### config.mk
export PLATFORM = sky130hd
export DESIGN_NAME = reset_source_and_brownout_control
export DESIGN_NICKNAME = d
export VERILOG_FILES = /design/src/inc/rst_ctrl_pkg.sv /design/src/hw/reset_source_and_brownout_control.sv
export SDC_FILE = /design/constraint.sdc
export NUM_CORES = 1
export LEC_CHECK = 0
export ABC_AREA = 0
export BUFFER_PORTS_ARGS = -buffer_cell sky130_fd_sc_hd__buf_4
export CAP_MARGIN = 25
export CORE_MARGIN = 2
export CORE_UTILIZATION = 45
export CTS_BUF_LIST = sky130_fd_sc_hd__clkbuf_4 sky130_fd_sc_hd__clkbuf_8
export DETAILED_ROUTE_END_ITERATION = 8
export PLACE_DENSITY = 0.78
export SLEW_MARGIN = 5
export SYNTH_ARGS = -nofsm -noshare
export SYNTH_HDL_FRONTEND = slang
export SYNTH_SLANG_ARGS = --single-unit
### constraint.sdc
create_clock -name clk_i -period 2.3 [get_ports clk_i]
set_input_delay 0.23 -clock clk_i [delete_from_list [all_inputs] [get_ports clk_i]]
set_output_delay 0.23 -clock clk_i [all_outputs]
set_load 0.01 [all_outputs]
### src/inc/rst_ctrl_pkg.sv
// Purpose: shared constants for the reset source and brown-out controller
// Assumes: 25 MHz system clock, classic Wishbone with 32-bit data
// Notes:   register byte address is four times the register index
package rst_ctrl_pkg;

  localparam int unsigned CLK_PERIOD_NS    = 40;
  localparam int unsigned OSC_START_NS     = 2000;
  localparam int unsigned RESET_HOLD_NS    = 480;
  localparam int unsigned TA_WINDOW_NS     = 320;
  localparam logic [15:0] OSC_START_CYCLES =
    16'((OSC_START_NS + CLK_PERIOD_NS - 1) / CLK_PERIOD_NS);
  localparam logic [15:0] RESET_HOLD_CYCLES =
    16'((RESET_HOLD_NS + CLK_PERIOD_NS - 1) / CLK_PERIOD_NS);
  localparam logic [15:0] TA_WINDOW_CYCLES =
    16'((TA_WINDOW_NS + CLK_PERIOD_NS - 1) / CLK_PERIOD_NS);

  // register indexes
  localparam logic [7:0] PWR_CTRL_IDX   = 8'h87;
  localparam logic [7:0] SUPPLY_MON_IDX = 8'ha3;
  localparam logic [7:0] TA_KEY_IDX     = 8'hc7;
  localparam logic [7:0] IRQ_EN_IDX     = 8'hd0;
  localparam logic [7:0] SW_RESET_IDX   = 8'hd1;
  localparam logic [7:0] CAUSE_IDX      = 8'hd2;
  localparam logic [7:0] STATUS_IDX     = 8'hd3;
  localparam logic [7:0] MASK_IDX       = 8'hd4;

  // power_and_cold_reset_control fields
  localparam int unsigned COLD_FLAG_BIT  = 4;
  localparam logic [7:0]  PWR_CTRL_WMASK = 8'hcf;
  localparam logic [7:0]  PWR_CTRL_RST   = 8'h00;

  // supply_monitor_control fields
  localparam int unsigned BOD_EN_BIT   = 7;
  localparam int unsigned BOD_LVL_BIT  = 6;
  localparam int unsigned BOD_RST_BIT  = 4;
  localparam int unsigned BOD_FLAG_BIT = 3;

  // irq enable fields
  localparam int unsigned GLOBAL_IE_BIT = 7;
  localparam int unsigned BOD_IE_BIT    = 5;

  // status / mask fields
  localparam int unsigned EV_BROWNOUT = 0;
  localparam int unsigned EV_COLD     = 1;
  localparam int unsigned EV_WARM     = 2;
  localparam int unsigned EV_W        = 3;

  // reset cause codes
  localparam logic [2:0] CAUSE_NONE = 3'h0;
  localparam logic [2:0] CAUSE_POR  = 3'h1;
  localparam logic [2:0] CAUSE_PIN  = 3'h2;
  localparam logic [2:0] CAUSE_SW   = 3'h3;
  localparam logic [2:0] CAUSE_WDT  = 3'h4;
  localparam logic [2:0] CAUSE_BOD  = 3'h5;

  localparam logic [7:0] TA_KEY_FIRST  = 8'haa;
  localparam logic [7:0] TA_KEY_SECOND = 8'h55;
  localparam logic [7:0] PORT1_FORCE   = 8'hc3;

  typedef enum logic [1:0] {PH_POR, PH_OSC, PH_HOLD, PH_RUN} phase_e;
  typedef enum logic [1:0] {TA_IDLE, TA_ARMED, TA_OPEN} ta_e;

endpackage : rst_ctrl_pkg

### src/hw/reset_source_and_brownout_control.sv
// Purpose: reset sequencing, cold-start flag and brown-out handling
// Assumes: all inputs synchronous to clk_i; supply_below_i is the comparator
// Notes:   Wishbone slave, one wait state, unmapped reads return zero
// Behaviour
// - five reset sources: power-up, pin, software, watchdog, brown-out; all drive core reset
// - any reset reloads control registers; cause flags depend on the source
// - core held in reset while supply-good is low; no fetches
// - after supply good, oscillator starts, then core released to fetch from zero
// - cold-reset flag set to one when power-on reset completes
// - cold-reset flag unchanged by every reset other than power-on
// - software may write the cold-reset flag, setting or clearing it
// - during reset port 1 bits 0,1,6,7 forced quasi-bidirectional
// - brown-out reset enable one: either crossing resets the core
// - brown-out reset enable zero: crossing sets brown-out flag, no reset
// - hardware sets flag; irq when flag, brown-out and global enables set
// - every reset loads detect enable from inverted config; zero disables detection
// - every reset loads level select from inverted config level bit
// - supply monitor control writable only inside an unlocked timed-access window
// - flag cleared while supply stays low is not set again until recovery
module reset_source_and_brownout_control
  import rst_ctrl_pkg::*;
#(
  parameter logic [15:0] OSC_CYCLES  = OSC_START_CYCLES,
  parameter logic [15:0] HOLD_CYCLES = RESET_HOLD_CYCLES,
  parameter logic [15:0] TA_CYCLES   = TA_WINDOW_CYCLES
) (
  input  wire logic        clk_i,
  input  wire logic        rst_i,
  input  wire logic [11:0] wb_adr_i,
  input  wire logic [31:0] wb_dat_i,
  input  wire logic [3:0]  wb_sel_i,
  input  wire logic        wb_we_i,
  input  wire logic        wb_cyc_i,
  input  wire logic        wb_stb_i,
  output logic [31:0]      wb_dat_o,
  output logic             wb_ack_o,
  input  wire logic        supply_good_i,
  input  wire logic        supply_below_i,
  input  wire logic        pin_reset_i,
  input  wire logic        watchdog_reset_i,
  input  wire logic        cfg_brownout_detect_disable_i,
  input  wire logic        cfg_brownout_level_i,
  input  wire logic        cfg_brownout_reset_i,
  output logic             core_reset_o,
  output logic             osc_enable_o,
  output logic [7:0]       port1_quasi_force_o,
  output logic             brownout_detect_enable_o,
  output logic             brownout_level_select_o,
  output logic             brownout_irq_o,
  output logic             irq_o
);

  typedef struct packed {
    phase_e          phase;
    logic [15:0]     cnt;
    logic [7:0]      pwr_ctrl;
    logic            cold_reset_flag;
    logic            brownout_detect_enable;
    logic            brownout_level_select;
    logic            brownout_reset_enable;
    logic            brownout_flag;
    logic            global_irq_enable;
    logic            brownout_irq_enable;
    ta_e             ta;
    logic [15:0]     ta_cnt;
    logic            below_prev;
    logic [2:0]      cause;
    logic [EV_W-1:0] sts;
    logic [EV_W-1:0] msk;
    logic            core_rst;
    logic            osc_en;
    logic [7:0]      force_q;
    logic            bod_irq;
    logic            irq;
    logic            ack;
    logic [31:0]     dat;
  } state_s;

  state_s st_reg;
  state_s st_next;

  logic       bus_req;
  logic       bus_wr;
  logic [7:0] idx;
  logic [7:0] wbyte;
  logic       running;
  logic       crossing;
  logic       ta_open;
  logic       sw_req;
  logic [7:0] supply_mon_rd;

  assign bus_req  = wb_cyc_i & wb_stb_i & ~st_reg.ack;
  assign bus_wr   = bus_req & wb_we_i & wb_sel_i[0] & (wb_adr_i[11:10] == 2'h0);
  assign idx      = wb_adr_i[9:2];
  assign wbyte    = wb_dat_i[7:0];
  assign running  = (st_reg.phase == PH_RUN);
  // edge of the comparator, so a low supply sets the flag only once
  assign crossing = running & st_reg.brownout_detect_enable &
                    (supply_below_i != st_reg.below_prev);
  assign ta_open  = (st_reg.ta == TA_OPEN);
  assign sw_req   = bus_wr & running & ta_open & (idx == SW_RESET_IDX) & wbyte[0];

  always_comb begin
    supply_mon_rd               = 8'h00;
    supply_mon_rd[BOD_EN_BIT]   = st_reg.brownout_detect_enable;
    supply_mon_rd[BOD_LVL_BIT]  = st_reg.brownout_level_select;
    supply_mon_rd[BOD_RST_BIT]  = st_reg.brownout_reset_enable;
    supply_mon_rd[BOD_FLAG_BIT] = st_reg.brownout_flag;
  end

  always_comb begin
    st_next            = st_reg;
    st_next.ack        = bus_req;
    st_next.below_prev = supply_below_i;

    // timed-access window ages out
    if (st_reg.ta != TA_IDLE) begin
      if (st_reg.ta_cnt == 16'h0000) begin
        st_next.ta = TA_IDLE;
      end else begin
        st_next.ta_cnt = st_reg.ta_cnt - 16'h0001;
      end
    end

    // software writes, only while the core runs
    if (bus_wr && running) begin
      unique case (idx)
        PWR_CTRL_IDX: begin
          st_next.pwr_ctrl        = wbyte & PWR_CTRL_WMASK;
          st_next.cold_reset_flag = wbyte[COLD_FLAG_BIT];
        end
        SUPPLY_MON_IDX: begin
          st_next.ta = TA_IDLE;
          if (ta_open) begin
            st_next.brownout_detect_enable = wbyte[BOD_EN_BIT];
            st_next.brownout_level_select  = wbyte[BOD_LVL_BIT];
            st_next.brownout_reset_enable  = wbyte[BOD_RST_BIT];
            st_next.brownout_flag          = wbyte[BOD_FLAG_BIT];
            // bits 5, 2, 1 and 0 are not stored and read zero
          end
        end
        TA_KEY_IDX: begin
          // second key must follow within the window with no other key write between, then one protected write
          if (wbyte == TA_KEY_FIRST) begin
            st_next.ta     = TA_ARMED;
            st_next.ta_cnt = TA_CYCLES;
          end else if (st_reg.ta == TA_ARMED && wbyte == TA_KEY_SECOND) begin
            st_next.ta     = TA_OPEN;
            st_next.ta_cnt = TA_CYCLES;
          end else begin
            st_next.ta = TA_IDLE;
          end
        end
        IRQ_EN_IDX: begin
          st_next.global_irq_enable   = wbyte[GLOBAL_IE_BIT];
          st_next.brownout_irq_enable = wbyte[BOD_IE_BIT];
        end
        SW_RESET_IDX: begin
          st_next.ta = TA_IDLE;
        end
        STATUS_IDX: begin
          st_next.sts = st_reg.sts & ~wbyte[EV_W-1:0];
        end
        MASK_IDX: begin
          st_next.msk = wbyte[EV_W-1:0];
        end
        default: begin
        end
      endcase
    end

    // hardware sets after software clears, so a same-cycle event survives
    if (crossing) begin
      st_next.sts[EV_BROWNOUT] = 1'b1;
      if (!st_reg.brownout_reset_enable) begin
        st_next.brownout_flag = 1'b1;
      end
    end

    // reset sequencing, all sources funnel into one core reset
    unique case (st_reg.phase)
      PH_POR: begin
        st_next.cause = CAUSE_POR;
        if (supply_good_i) begin
          st_next.phase = PH_OSC;
          st_next.cnt   = OSC_CYCLES;
        end
      end
      PH_OSC: begin
        if (!supply_good_i) begin
          st_next.phase = PH_POR;
        end else if (st_reg.cnt == 16'h0000) begin
          // release: the core starts fetching from address zero
          st_next.phase           = PH_RUN;
          st_next.cold_reset_flag = 1'b1;
          st_next.sts[EV_COLD]    = 1'b1;
        end else begin
          st_next.cnt = st_reg.cnt - 16'h0001;
        end
      end
      PH_HOLD: begin
        if (!supply_good_i) begin
          st_next.phase = PH_POR;
        end else if (pin_reset_i || watchdog_reset_i) begin
          st_next.cnt = HOLD_CYCLES;
        end else if (st_reg.cnt == 16'h0000) begin
          st_next.phase = PH_RUN;
        end else begin
          st_next.cnt = st_reg.cnt - 16'h0001;
        end
      end
      PH_RUN: begin
        if (!supply_good_i) begin
          st_next.phase = PH_POR;
          st_next.cause = CAUSE_POR;
        end else if (pin_reset_i || watchdog_reset_i || sw_req ||
                     (crossing && st_reg.brownout_reset_enable)) begin
          // warm reset leaves the cold flag alone
          st_next.phase        = PH_HOLD;
          st_next.cnt          = HOLD_CYCLES;
          st_next.sts[EV_WARM] = 1'b1;
          if (pin_reset_i) begin
            st_next.cause = CAUSE_PIN;
          end else if (watchdog_reset_i) begin
            st_next.cause = CAUSE_WDT;
          end else if (sw_req) begin
            st_next.cause = CAUSE_SW;
          end else begin
            st_next.cause = CAUSE_BOD;
          end
        end
      end
    endcase

    // while in reset the control registers return to their defaults
    if (st_next.phase != PH_RUN) begin
      st_next.pwr_ctrl               = PWR_CTRL_RST;
      st_next.brownout_detect_enable = ~cfg_brownout_detect_disable_i;
      st_next.brownout_level_select  = ~cfg_brownout_level_i;
      st_next.brownout_reset_enable  = cfg_brownout_reset_i;
      st_next.global_irq_enable      = 1'b0;
      st_next.brownout_irq_enable    = 1'b0;
      st_next.ta                     = TA_IDLE;
    end

    st_next.core_rst = (st_next.phase != PH_RUN);
    st_next.osc_en   = (st_next.phase != PH_POR);
    st_next.force_q  = st_next.core_rst ? PORT1_FORCE : 8'h00;
    st_next.bod_irq  = st_next.brownout_flag & st_next.brownout_irq_enable &
                       st_next.global_irq_enable;
    st_next.irq      = |(st_next.sts & st_next.msk);

    // read data, zero for unmapped indexes
    st_next.dat = 32'h0000_0000;
    if (bus_req && !wb_we_i && wb_adr_i[11:10] == 2'h0) begin
      unique case (idx)
        PWR_CTRL_IDX: begin
          st_next.dat[7:0] = st_reg.pwr_ctrl |
                             {3'h0, st_reg.cold_reset_flag, 4'h0};
        end
        SUPPLY_MON_IDX: st_next.dat[7:0] = supply_mon_rd;
        IRQ_EN_IDX: begin
          st_next.dat[GLOBAL_IE_BIT] = st_reg.global_irq_enable;
          st_next.dat[BOD_IE_BIT]    = st_reg.brownout_irq_enable;
        end
        CAUSE_IDX:  st_next.dat[2:0] = st_reg.cause;
        STATUS_IDX: st_next.dat[EV_W-1:0] = st_reg.sts;
        MASK_IDX:   st_next.dat[EV_W-1:0] = st_reg.msk;
        default: begin
        end
      endcase
    end
  end

  always_ff @(posedge clk_i) begin
    if (rst_i) begin
      st_reg.phase                  <= PH_POR;
      st_reg.cnt                    <= 16'h0000;
      st_reg.pwr_ctrl               <= PWR_CTRL_RST;
      st_reg.cold_reset_flag        <= 1'b0;
      st_reg.brownout_detect_enable <= 1'b0;
      st_reg.brownout_level_select  <= 1'b0;
      st_reg.brownout_reset_enable  <= 1'b0;
      st_reg.brownout_flag          <= 1'b0;
      st_reg.global_irq_enable      <= 1'b0;
      st_reg.brownout_irq_enable    <= 1'b0;
      st_reg.ta                     <= TA_IDLE;
      st_reg.ta_cnt                 <= 16'h0000;
      st_reg.below_prev             <= 1'b0;
      st_reg.cause                  <= CAUSE_NONE;
      st_reg.sts                    <= 3'h0;
      st_reg.msk                    <= 3'h0;
      st_reg.core_rst               <= 1'b1;
      st_reg.osc_en                 <= 1'b0;
      st_reg.force_q                <= PORT1_FORCE;
      st_reg.bod_irq                <= 1'b0;
      st_reg.irq                    <= 1'b0;
      st_reg.ack                    <= 1'b0;
      st_reg.dat                    <= 32'h0000_0000;
    end else begin
      st_reg <= st_next;
    end
  end

  assign wb_ack_o                 = st_reg.ack;
  assign wb_dat_o                 = st_reg.dat;
  assign core_reset_o             = st_reg.core_rst;
  assign osc_enable_o             = st_reg.osc_en;
  assign port1_quasi_force_o      = st_reg.force_q;
  assign brownout_detect_enable_o = st_reg.brownout_detect_enable;
  assign brownout_level_select_o  = st_reg.brownout_level_select;
  assign brownout_irq_o           = st_reg.bod_irq;
  assign irq_o                    = st_reg.irq;

  a_por_holds_core: assert property (@(posedge clk_i) disable iff (rst_i)
    !supply_good_i |=> core_reset_o && !osc_enable_o)
    else $error("core not held while supply low");

  a_release_sets_cold: assert property (@(posedge clk_i) disable iff (rst_i)
    (st_reg.phase == PH_OSC && st_reg.cnt == 16'h0000 && supply_good_i)
      |=> !core_reset_o && st_reg.cold_reset_flag)
    else $error("cold flag not set at power-on release");

  a_warm_keeps_cold: assert property (@(posedge clk_i) disable iff (rst_i)
    (st_reg.phase == PH_HOLD && supply_good_i) |=> $stable(st_reg.cold_reset_flag))
    else $error("cold flag changed by warm reset");

  a_port_force_reset: assert property (@(posedge clk_i) disable iff (rst_i)
    port1_quasi_force_o == (core_reset_o ? PORT1_FORCE : 8'h00))
    else $error("port force does not follow reset");

  a_bod_reset_core: assert property (@(posedge clk_i) disable iff (rst_i)
    (crossing && st_reg.brownout_reset_enable && supply_good_i)
      |=> core_reset_o ##1 core_reset_o)
    else $error("brown-out crossing did not reset");

  a_bod_flag_only: assert property (@(posedge clk_i) disable iff (rst_i)
    (crossing && !st_reg.brownout_reset_enable && supply_good_i && !pin_reset_i
     && !watchdog_reset_i && !sw_req) |=> st_reg.brownout_flag && !core_reset_o)
    else $error("brown-out flag wrong without reset enable");

  a_bod_irq_gate: assert property (@(posedge clk_i) disable iff (rst_i)
    brownout_irq_o |-> st_reg.brownout_flag && st_reg.global_irq_enable
                       && st_reg.brownout_irq_enable)
    else $error("brown-out irq without flag and enables");

  a_cfg_enable_load: assert property (@(posedge clk_i) disable iff (rst_i)
    (st_reg.phase == PH_HOLD) |=> brownout_detect_enable_o ==
      !$past(cfg_brownout_detect_disable_i))
    else $error("detect enable not loaded from config");

  a_cfg_level_load: assert property (@(posedge clk_i) disable iff (rst_i)
    (st_reg.phase == PH_POR) |=> brownout_level_select_o ==
      !$past(cfg_brownout_level_i))
    else $error("level select not loaded from config");

  a_locked_no_write: assert property (@(posedge clk_i) disable iff (rst_i)
    (bus_wr && idx == SUPPLY_MON_IDX && !ta_open && !crossing
     && running && supply_good_i && !pin_reset_i && !watchdog_reset_i)
      |=> $stable(supply_mon_rd))
    else $error("locked supply monitor register changed");

  a_cold_sw_write: assert property (@(posedge clk_i) disable iff (rst_i)
    (bus_wr && running && idx == PWR_CTRL_IDX && st_next.phase == PH_RUN)
      |=> st_reg.cold_reset_flag == $past(wb_dat_i[COLD_FLAG_BIT]))
    else $error("cold flag not written by software");

  a_flag_sticky: assert property (@(posedge clk_i) disable iff (rst_i)
    (st_reg.brownout_flag && !(bus_wr && running && ta_open && idx == SUPPLY_MON_IDX))
      |=> st_reg.brownout_flag)
    else $error("brown-out flag cleared without software");

  a_key_opens_window: assert property (@(posedge clk_i) disable iff (rst_i)
    (bus_wr && running && idx == TA_KEY_IDX && wbyte == TA_KEY_SECOND
     && st_reg.ta == TA_ARMED && st_next.phase == PH_RUN) |=> ta_open)
    else $error("key pair did not open the window");

endmodule : reset_source_and_brownout_control

==> results of run 1 <==
==> Yosys cell counts (all sizes together), types with 3 or more instances <==
cell type / n
xnor2: 19
nand4: 8
and4b: 3
a211oi: 3
nand3: 11
or4: 6
inv: 10
nor3: 14
dfxtp: 72
nand2: 25
and4bb: 4
a311oi: 3
and3: 3
buf: 49
nor2b: 4
nand4b: 3
or2: 7
o21ai: 15
a21oi: 25
ha: 7
nor4: 15
o21a: 3
or3: 9
nand2b: 7
nand3b: 6
nor2: 70
mux2i: 15
a21boi: 5
nor4b: 3
a22oi: 10
xor2: 5
clkbuf: 9
==> metal layers <==
| layer | track usage | up-vias |
|---|---|---|
| li1 | - | 1770 |
| met5 | 0 | - |
| met3 | 0.0532 | 22 |
| met2 | 0.345 | 156 |
| met1 | 0.259 | 1669 |
| met4 | 0.0748 | 0 |
==> critical path, delay by kind of cell, from the launching register on <==
family | cells | cell delay (ns)
AO/OA/AOI/OAI | 2 | 0.40
AND/OR/NAND/NOR | 4 | 1.25
adder cells (fa/ha/maj) | 1 | 0.17
flip-flops | 1 | 0.35
==> path summary, 6_finish.rpt <==
path | from | endpoint | slack [ns] | cells after the start
setup / recovery | st_reg[104] | st_reg[98] | 0.07 | 7
hold / removal | supply_below_i | st_reg[54] | 0.12 | 2
setup reg to reg | st_reg[104] | st_reg[98] | 0.07 | 7
hold reg to reg | st_reg[53] | st_reg[53] | 0.46 | 2
==> cells in the final DEF (no fill, tap or decap), drive strengths merged, types with 8 or more instances in the layout <==
cell and n:
a21oi 25, a22oi 10, buf 78, clkbuf 10
conb 28, dfxtp 72, inv 10, mux2i 15
nand2 25, nand3 11, nand4 8, nor2 70
nor3 14, nor4 15, o21ai 15, or3 9
xnor2 19
==> cells by family after synthesis <==
logic type	Yosys count	share of synthesized area
xor gates and xnor gates	24	0.0520
adders and majority gates	7	0.0217
DFF	72	0.356
and+or+nand+nor	208	0.287
AOI/OAI and AO/OA	84	0.136
other	1	0.000927
muxes	17	0.0427
buffers and inverters	68	0.103
==> report_power, final <==
group,switching (µW),internal [µW]
registers,74.9,1320
clock network,464,634
logic,646,555
==> what timing repair did <==
action                                 in CTS  in global routing
gates resized for setup                     1                 10
gates cloned                                0                  0
pin swaps                                   0                  5
hold buffers                                0                  0
endpoints found under the hold margin       0                  0
setup endpoints to repair                   1                 17
buffers inserted                            0                  1
==> per-stage QoR <==
stage | cells | power, µW
floorplan | 508 | 2210
detailed placement | 635 | 2570
global route | 651 | 3930
global placement | 635 | 2520
CTS | 650 | 3680
finish | 651 | 3690
==> cell type report <==
cell class / instances / area share
Multi-Input combinational cell: 368 / 0.491
Sequential cell: 72 / 0.303
Timing Repair Buffer: 78 / 0.123
Clock buffer: 10 / 0.0289
Tap cell: 108 / 0.0284
Clock inverter: 5 / 0.0171
Inverter: 10 / 0.00789
==> metrics, run 1 <==
Final HPWL DP=7.40 mm; Syn Area/Cell=8.41 µm²; number of buffers inserted by port buffering=49; Clock Sink Count=72; Worst Slack Setup Final=0.0655 ns; initial antenna violation count=0; clk_skew=0.0138 ns; ranking of synthesized cells by area=dfxtp_1 (36%), buf_4 (7.4%), nor2_1 (6.5%), xnor2_1 (4.1%), mux2i_1 (3.7%); routed len/inst=15.0 µm; met3 wire len=564 µm; vias in the first global route=3438; multi-input logic area=0.00233 mm²; initial core utilization=0.464; Syn Std Cell Area=0.00404 mm²; Vias=3617; met2 WL=4.78 mm; Critical Path Source Type=flop; Die W=98.8 µm; final instance area=0.00475 mm²; Area after DPL=0.00448 mm²; Final setup viols=0; Slew HR=0.448; io pins=107; Min Hold Slack=0.124 ns; Pins Over Slew Limit=0; required time worst endpoint=2.57 ns; DRT Pass-1 Iters=5; Leakage=0.00203 µW; CTS Buf Count=9; Cell Chain, Critical Path=ha_1, and4bb_2, nand4_1, o211a_1, or3_4, or4_1, a21oi_1; Worst Hold Class=in -> reg; Slowest-stage cell, CP=or4_1; Peak VDD IR=534 µV; Yosys top cell area share=0.356; Worst Tran Pin Value=0.816 ns; CTS Buffer Depth=2; GPL Wtd Cong=0.875; Die Ht=98.8 µm; Worst Path Arrival=2.51 ns; GRT overflow=0; GR Util All Layers=0.207; residual DRC count=0; fraction of registers with async set/reset=0; Period minus WS final=2.23 ns; CP peak stage delay=0.47 ns; yosys warns=0; via/cell ratio=5.56; Final Cycle Share=0.972; Worst-path clk slew=0.08 ns; sequential area share after synthesis=0.356; share of layout cells above drive strength 1=0.225; Largest register FFs=57; final hold viol count=0; CTS tree=yes; biggest area consumer among synthesized cells=dfxtp_1; Cell Pwr Density=777 mW/mm²; fillcell total=822; pre-CTS WS=-0.0254 ns; max cap viols=0; antenna cells=0; met1 WL=4.23 mm; worst-path fanout max=5; Main synth FF type=dfxtp_1; die area=0.00976 mm²; first-pass GRT wire length=16.4 mm; WL final=9.77 mm; Post-synth EDFFs=0; Core Area=0.00872 mm²; Seq. cell area=0.00144 mm²; critical path class=reg -> reg; Max Used Layer=met4; Netlist cell types=62; outcome=finished clean; Cells after Synth=481; Max Fclk=448 MHz; nets=606; CTS Root Cell=clkbuf_8; Yosys reg bits=72; endpoint class of the critical path=flop; first-iteration detailed-routing DRC count=375; number of placement rows=34; H-tree Lvls=3; largest net degree at the start of global routing=30; Layout area overhead=17.6%; post-route ant nets=0; Final TNS setup=0 ns; Clk Latency, worst-skew pair=0.35 ns; Util after Layout=0.545
No activity file was read; power rests on OpenSTA's default activity.
==> run 2: changes to the inputs <==
==> constraint.sdc (replaced) <==
create_clock -name clk_i -period 2.3 [get_ports clk_i]
set_input_delay 0.46 -clock clk_i [delete_from_list [all_inputs] [get_ports clk_i]]
set_output_delay 0.46 -clock clk_i [all_outputs]
set_load 0.01 [all_outputs]
==> run 2 against run 1 <==
Compared with the run above:
- clock skew shrank 0.0053 ns
- maximum frequency shrank 0.43%
- clock power is essentially flat
- clock-buffer cell count shrank 1
- sequential power is essentially flat
- critical path depth is the same
- core utilization grew 1.8 points
- die area is the same
- register-to-register slack is essentially flat
- flip-flop and latch count is the same
- hold slack gained 0.23 ns
- power grew 3.3%
==> metrics, run 2 (same netlist as run 1, synthesis figures left out) <==
Largest register FFs=57; vias in the first global route=3487; required time worst endpoint=2.58 ns; H-tree Lvls=3; Die W=98.8 µm; max cap viols=0; Cell Chain, Critical Path=ha_2, and4bb_2, nand4_1, o211a_1, or3_4, or4_4, a21oi_2; Placed Cells=656; clk_skew=0.00847 ns; Period minus WS final=2.24 ns; RR Endpoint=st_reg[98]; CP peak stage delay=0.49 ns; Slowest-stage cell, CP=or4_4; RSZ-0062 raised after global routing=true; Min Hold Slack=0.357 ns; CTS Root Cell=clkbuf_8; cts hold-fix bufs=0; io pins=107; Peak VDD IR=600 µV; Clock Sink Count=72; initial core utilization=0.464; CTS tree=yes; GR Util All Layers=0.205; Final Cycle Share=0.976; WP depth=7; worst-path fanout max=4; met3 usage=0.0397; commonest non-fill, non-tap cell in the layout=buf_4; post-route ant nets=0; via/cell ratio=5.45; fillcell total=800; fin cells=673; Leakage=0.00211 µW; Vias=3665; Clk Latency, worst-skew pair=0.34 ns; Worst R2R Start=st_reg[104]; Worst Hold Class=in -> reg; antenna cells=0; GPL Wtd Cong=0.910; Max Fclk=446 MHz; Util after Layout=0.563; residual DRC count=0; number of buffers inserted by port buffering=49; Pins Over Slew Limit=0; met1 GRT Util=0.251; most frequent cells in the layout=buf_4 (99), nor2_1 (70), dfxtp_1 (69); critical path's top delay family=simple AND/OR/NAND/NOR gates; initial antenna violation count=0; Final setup viols=0; first-pass GRT wire length=16.4 mm; CTS Buf Count=9; met2 usage=0.368; Final HPWL DP=7.74 mm; Cell Pwr Density=776 mW/mm²; critical path class=reg -> reg; GRT overflow=0; first-iteration detailed-routing DRC count=184; share of layout cells above drive strength 1=0.260; worst-case reg-to-reg path depth=7; Critical Path Source Type=flop; final hold viol count=0; Buf/Inv on CP=0; nets=628; Core Area=0.00872 mm²; Worst Tran Pin Value=0.512 ns; outcome=finished clean; CTS Buffer Depth=2; largest net degree at the start of global routing=22; Die Ht=98.8 µm; worst setup path endpoint=st_reg[98]; routed len/inst=15.0 µm; Layout area overhead=21.5%; crit path launch=st_reg[104]; Worst-path clk slew=0.08 ns; Slew HR=0.655; Worst Path Arrival=2.52 ns; number of placement rows=34; die area=0.00976 mm²; WL final=10.1 mm; endpoint class of the critical path=flop; busiest layer in global routing=met2; DRT Pass-1 Iters=4; setup slack, reg-to-reg=0.06 ns
run 2: cell types whose count changed in the layout (fill, tap and decap cells not counted), sizes merged:
cell,change
buf,+22
clkbuf,-1
clkinvlp,+1
run 2: final cells by class:
cell class | instances | area (µm²) | area share
Clock buffer | 9 | 124 | 0.0252
Clock inverter | 6 | 85.1 | 0.0173
Inverter | 10 | 37.5 | 0.00764
Multi-Input combinational cell | 368 | 2320 | 0.473
Sequential cell | 72 | 1450 | 0.294
Tap cell | 108 | 135 | 0.0275
Timing Repair Buffer | 100 | 763 | 0.155
run 2: metrics by stage:
stage | cell area, µm² | power, µW | setup TNS (ns) | setup WS (ns)
2_1_floorplan | 4150 | 2210 | 0 | 0.0151
3_3_place_gp | 4650 | 2630 | -0.168 | -0.0844
3_5_place_dp | 4650 | 2670 | -0.171 | -0.0964
4_1_cts | 4860 | 3740 | 0 | 0.00985
5_1_grt | 4910 | 4030 | -0.0142 | -0.0100
6_report | 4910 | 3820 | 0 | 0.0558
run 2: power by group:
group / switching (µW) / internal [µW] / total (µW)
clock: 470 / 601 / 1070
combinational: 687 / 667 / 1350
sequential: 69.3 / 1320 / 1390
run 2: how the worst min path moves through the flow:
stage               slack, ns  cells past startpoint      startpoint     endpoint
floorplan                0.43                      2      st_reg[87]  wb_dat_o[7]
global placement         0.45                      2      st_reg[53]   st_reg[53]
detailed placement       0.45                      2      st_reg[53]   st_reg[53]
CTS                      0.34                      2  supply_below_i   st_reg[54]
global route             0.37                      2  supply_below_i   st_reg[54]
finish                   0.36                      2  supply_below_i   st_reg[54]
run 2: layer usage:
metal	vias to the layer above	share of wire	wire, µm
li1	1811	-	-
met1	1752	0.43	4390
met2	97	0.52	5200
met3	5	0.047	471
met4	0	0.0040	40
met5	-	0	0
run 2: what timing repair did:
action,4_1_cts,5_1_grt
setup buffers,0,2
resized for setup,0,13
setup endpoints to repair,0,23
endpoints found under the hold margin,0,0
run 2: worst reg2reg max path: stages (launching register included):
cell      delay (ns)
dfxtp_2         0.35
ha_2            0.18
and4bb_2        0.27
nand4_1         0.11
o211a_1         0.26
or3_4           0.39
or4_4           0.49
a21oi_2         0.14
==> run 3: changes to the inputs <==
==> constraint.sdc (replaced) <==
create_clock -name clk_i -period 2.3 [get_ports clk_i]
set_input_delay 0.575 -clock clk_i [delete_from_list [all_inputs] [get_ports clk_i]]
set_output_delay 0.575 -clock clk_i [all_outputs]
set_load 0.01 [all_outputs]
==> run 3 against run 2 <==
Compared with the run above:
- highest routed layer unchanged
- final area grew 1.1%
- clock-buffer cell count increased by 3
- combinational power down 4%
- maximum frequency is essentially flat
- sequential power about the same
- first-iteration DRC count down 25%
- critical path type unchanged
==> metrics, run 3 (same netlist as run 1, synthesis figures left out) <==
Max Fclk=445 MHz; Final HPWL DP=7.70 mm; critical path's top delay family=compound AO/OA/AOI/OAI gates; Worst Hold Class=reg -> reg; first-pass GRT wire length=16.6 mm; Worst-path clk slew=0.07 ns; Max Used Layer=met4; Slowest-stage cell, CP=dfxtp_1; GR Util All Layers=0.209; Final setup viols=0; Largest register FFs=57; Util after Layout=0.570; cts hold-fix bufs=0; RR Endpoint=brownout_detect_enable_o; RSZ-0062 raised after global routing=false; worst-case reg-to-reg path depth=9; fin cells=673; commonest non-fill, non-tap cell in the layout=buf_4; max cap viols=0; met3 wire len=569 µm; vias in the first global route=3524; final hold viol count=0; CTS Buffer Depth=2; pre-CTS WS=-0.210 ns; Vias=3744; most frequent cells in the layout=buf_4 (99), nor2_1 (70), dfxtp_1 (70); Critical Path Source Type=flop; nets=628; Worst R2R Start=st_reg[88]; endpoint class of the critical path=flop; initial antenna violation count=0; initial core utilization=0.464; CTS Root Cell=clkbuf_8; Cell Chain, Critical Path=inv_1, ha_1, nor4b_2, nand4_1, o2bb2ai_2, a31o_2, buf_4, a21boi_1, a311oi_1; Worst Tran Pin Value=0.494 ns; H-tree Lvls=3; Worst Slack Setup Final=0.0550 ns; number of placement rows=34; via/cell ratio=5.56; final instance area=0.00497 mm²; GRT overflow=0; DRT Pass-1 Iters=4; Layout area overhead=22.9%; CP peak stage delay=0.35 ns; Cell Pwr Density=772 mW/mm²; post-route ant nets=0; die area=0.00976 mm²; first-iteration detailed-routing DRC count=138; Worst Hold End=st_reg[53]; Area after DPL=0.00465 mm²; Die Ht=98.8 µm; Pins Over Slew Limit=0; Placed Cells=655; Buf/Inv on CP=2; Die W=98.8 µm; Period minus WS final=2.24 ns; Slew HR=0.667; share of layout cells above drive strength 1=0.264; Clk Latency, worst-skew pair=0.35 ns; CTS Buf Count=9; critical path class=reg -> reg; Peak VDD IR=511 µV; CTS tree=yes; worst-path fanout max=6; WL final=10.5 mm; met2 WL=5.14 mm; routed len/inst=15.5 µm; setup slack, reg-to-reg=0.06 ns; antenna cells=0; number of buffers inserted by port buffering=49; hold depth=2; Clock Sink Count=72; required time worst endpoint=2.55 ns; largest net degree at the start of global routing=20; met1 WL=4.45 mm; Final Cycle Share=0.976; Core Area=0.00872 mm²; GPL Wtd Cong=0.876; Worst Path Arrival=2.49 ns; outcome=finished clean; io pins=107; Leakage=0.00213 µW; residual DRC count=0; clk_skew=0.00974 ns; Hold Startpoint=st_reg[53]
## run 3: cell count changes in the layout (fill, tap and decap cells not counted), moves of 2 or more
cell	previous run	this run
ha_4	0	2
dfxtp_4	0	2
ha_1	6	3
dfxtp_2	3	0
clkbuf_8	9	11
clkinvlp_4	2	0
## run 3: metal layers
metal | track usage | vias to the layer above
met5 | 0 | -
met1 | 0.257 | 1779
met4 | 0.0959 | 0
li1 | - | 1806
met2 | 0.357 | 131
met3 | 0.0369 | 28
## run 3: worst max-delay path by stage
stage / startpoint / end / cells past startpoint
after floorplan: wb_adr_i[3] / st_reg[98] / 7
after global placement: wb_adr_i[7] / st_reg[98] / 7
after detailed placement: wb_adr_i[7] / st_reg[98] / 7
after CTS: st_reg[105] / brownout_detect_enable_o / 11
after global routing: st_reg[105] / brownout_detect_enable_o / 11
final: st_reg[88] / brownout_detect_enable_o / 9
## run 3: metrics by stage
stage / power (µW) / setup TNS [ns] / hold slack (ns)
after floorplan: 2210 / 0 / 0.431
after global placement: 2550 / -0.414 / 0.448
after detailed placement: 2600 / -0.752 / 0.451
after CTS: 3750 / 0 / 0.462
after global routing: 4030 / 0 / 0.463
final: 3830 / 0 / 0.461
## run 3: layout make-up
| cell class | count | area [µm²] |
|---|---|---|
| clock buffers | 12 | 159 |
| fillers | 766 | 3750 |
| repair buffers | 100 | 763 |
| inverters | 10 | 37.5 |
| flip-flops and latches | 72 | 1450 |
| clock inverters | 3 | 65.1 |
| multi-input cells | 368 | 2360 |
| well taps | 108 | 135 |
## run 3: worst register-to-register path, stage by stage, from the launching register on
cell       delay, ns
dfxtp_1         0.35
inv_1           0.11
ha_1            0.23
nor4b_2         0.21
nand4_1         0.25
o2bb2ai_2       0.27
a31o_2          0.21
buf_4           0.15
a21boi_1        0.09
a311oi_1        0.27
## run 3: what timing repair did
action	CTS	global route
buffers inserted	0	3
pin swaps	2	9
endpoints found under the setup margin	2	29
resized for setup	4	15
## run 3: power by group
group	total (µW)	leakage, µW	switching, µW	internal [µW]
combinational	1290	0.00143	674	613
sequential	1400	0.000585	77.3	1320
clock	1150	0.000116	476	675
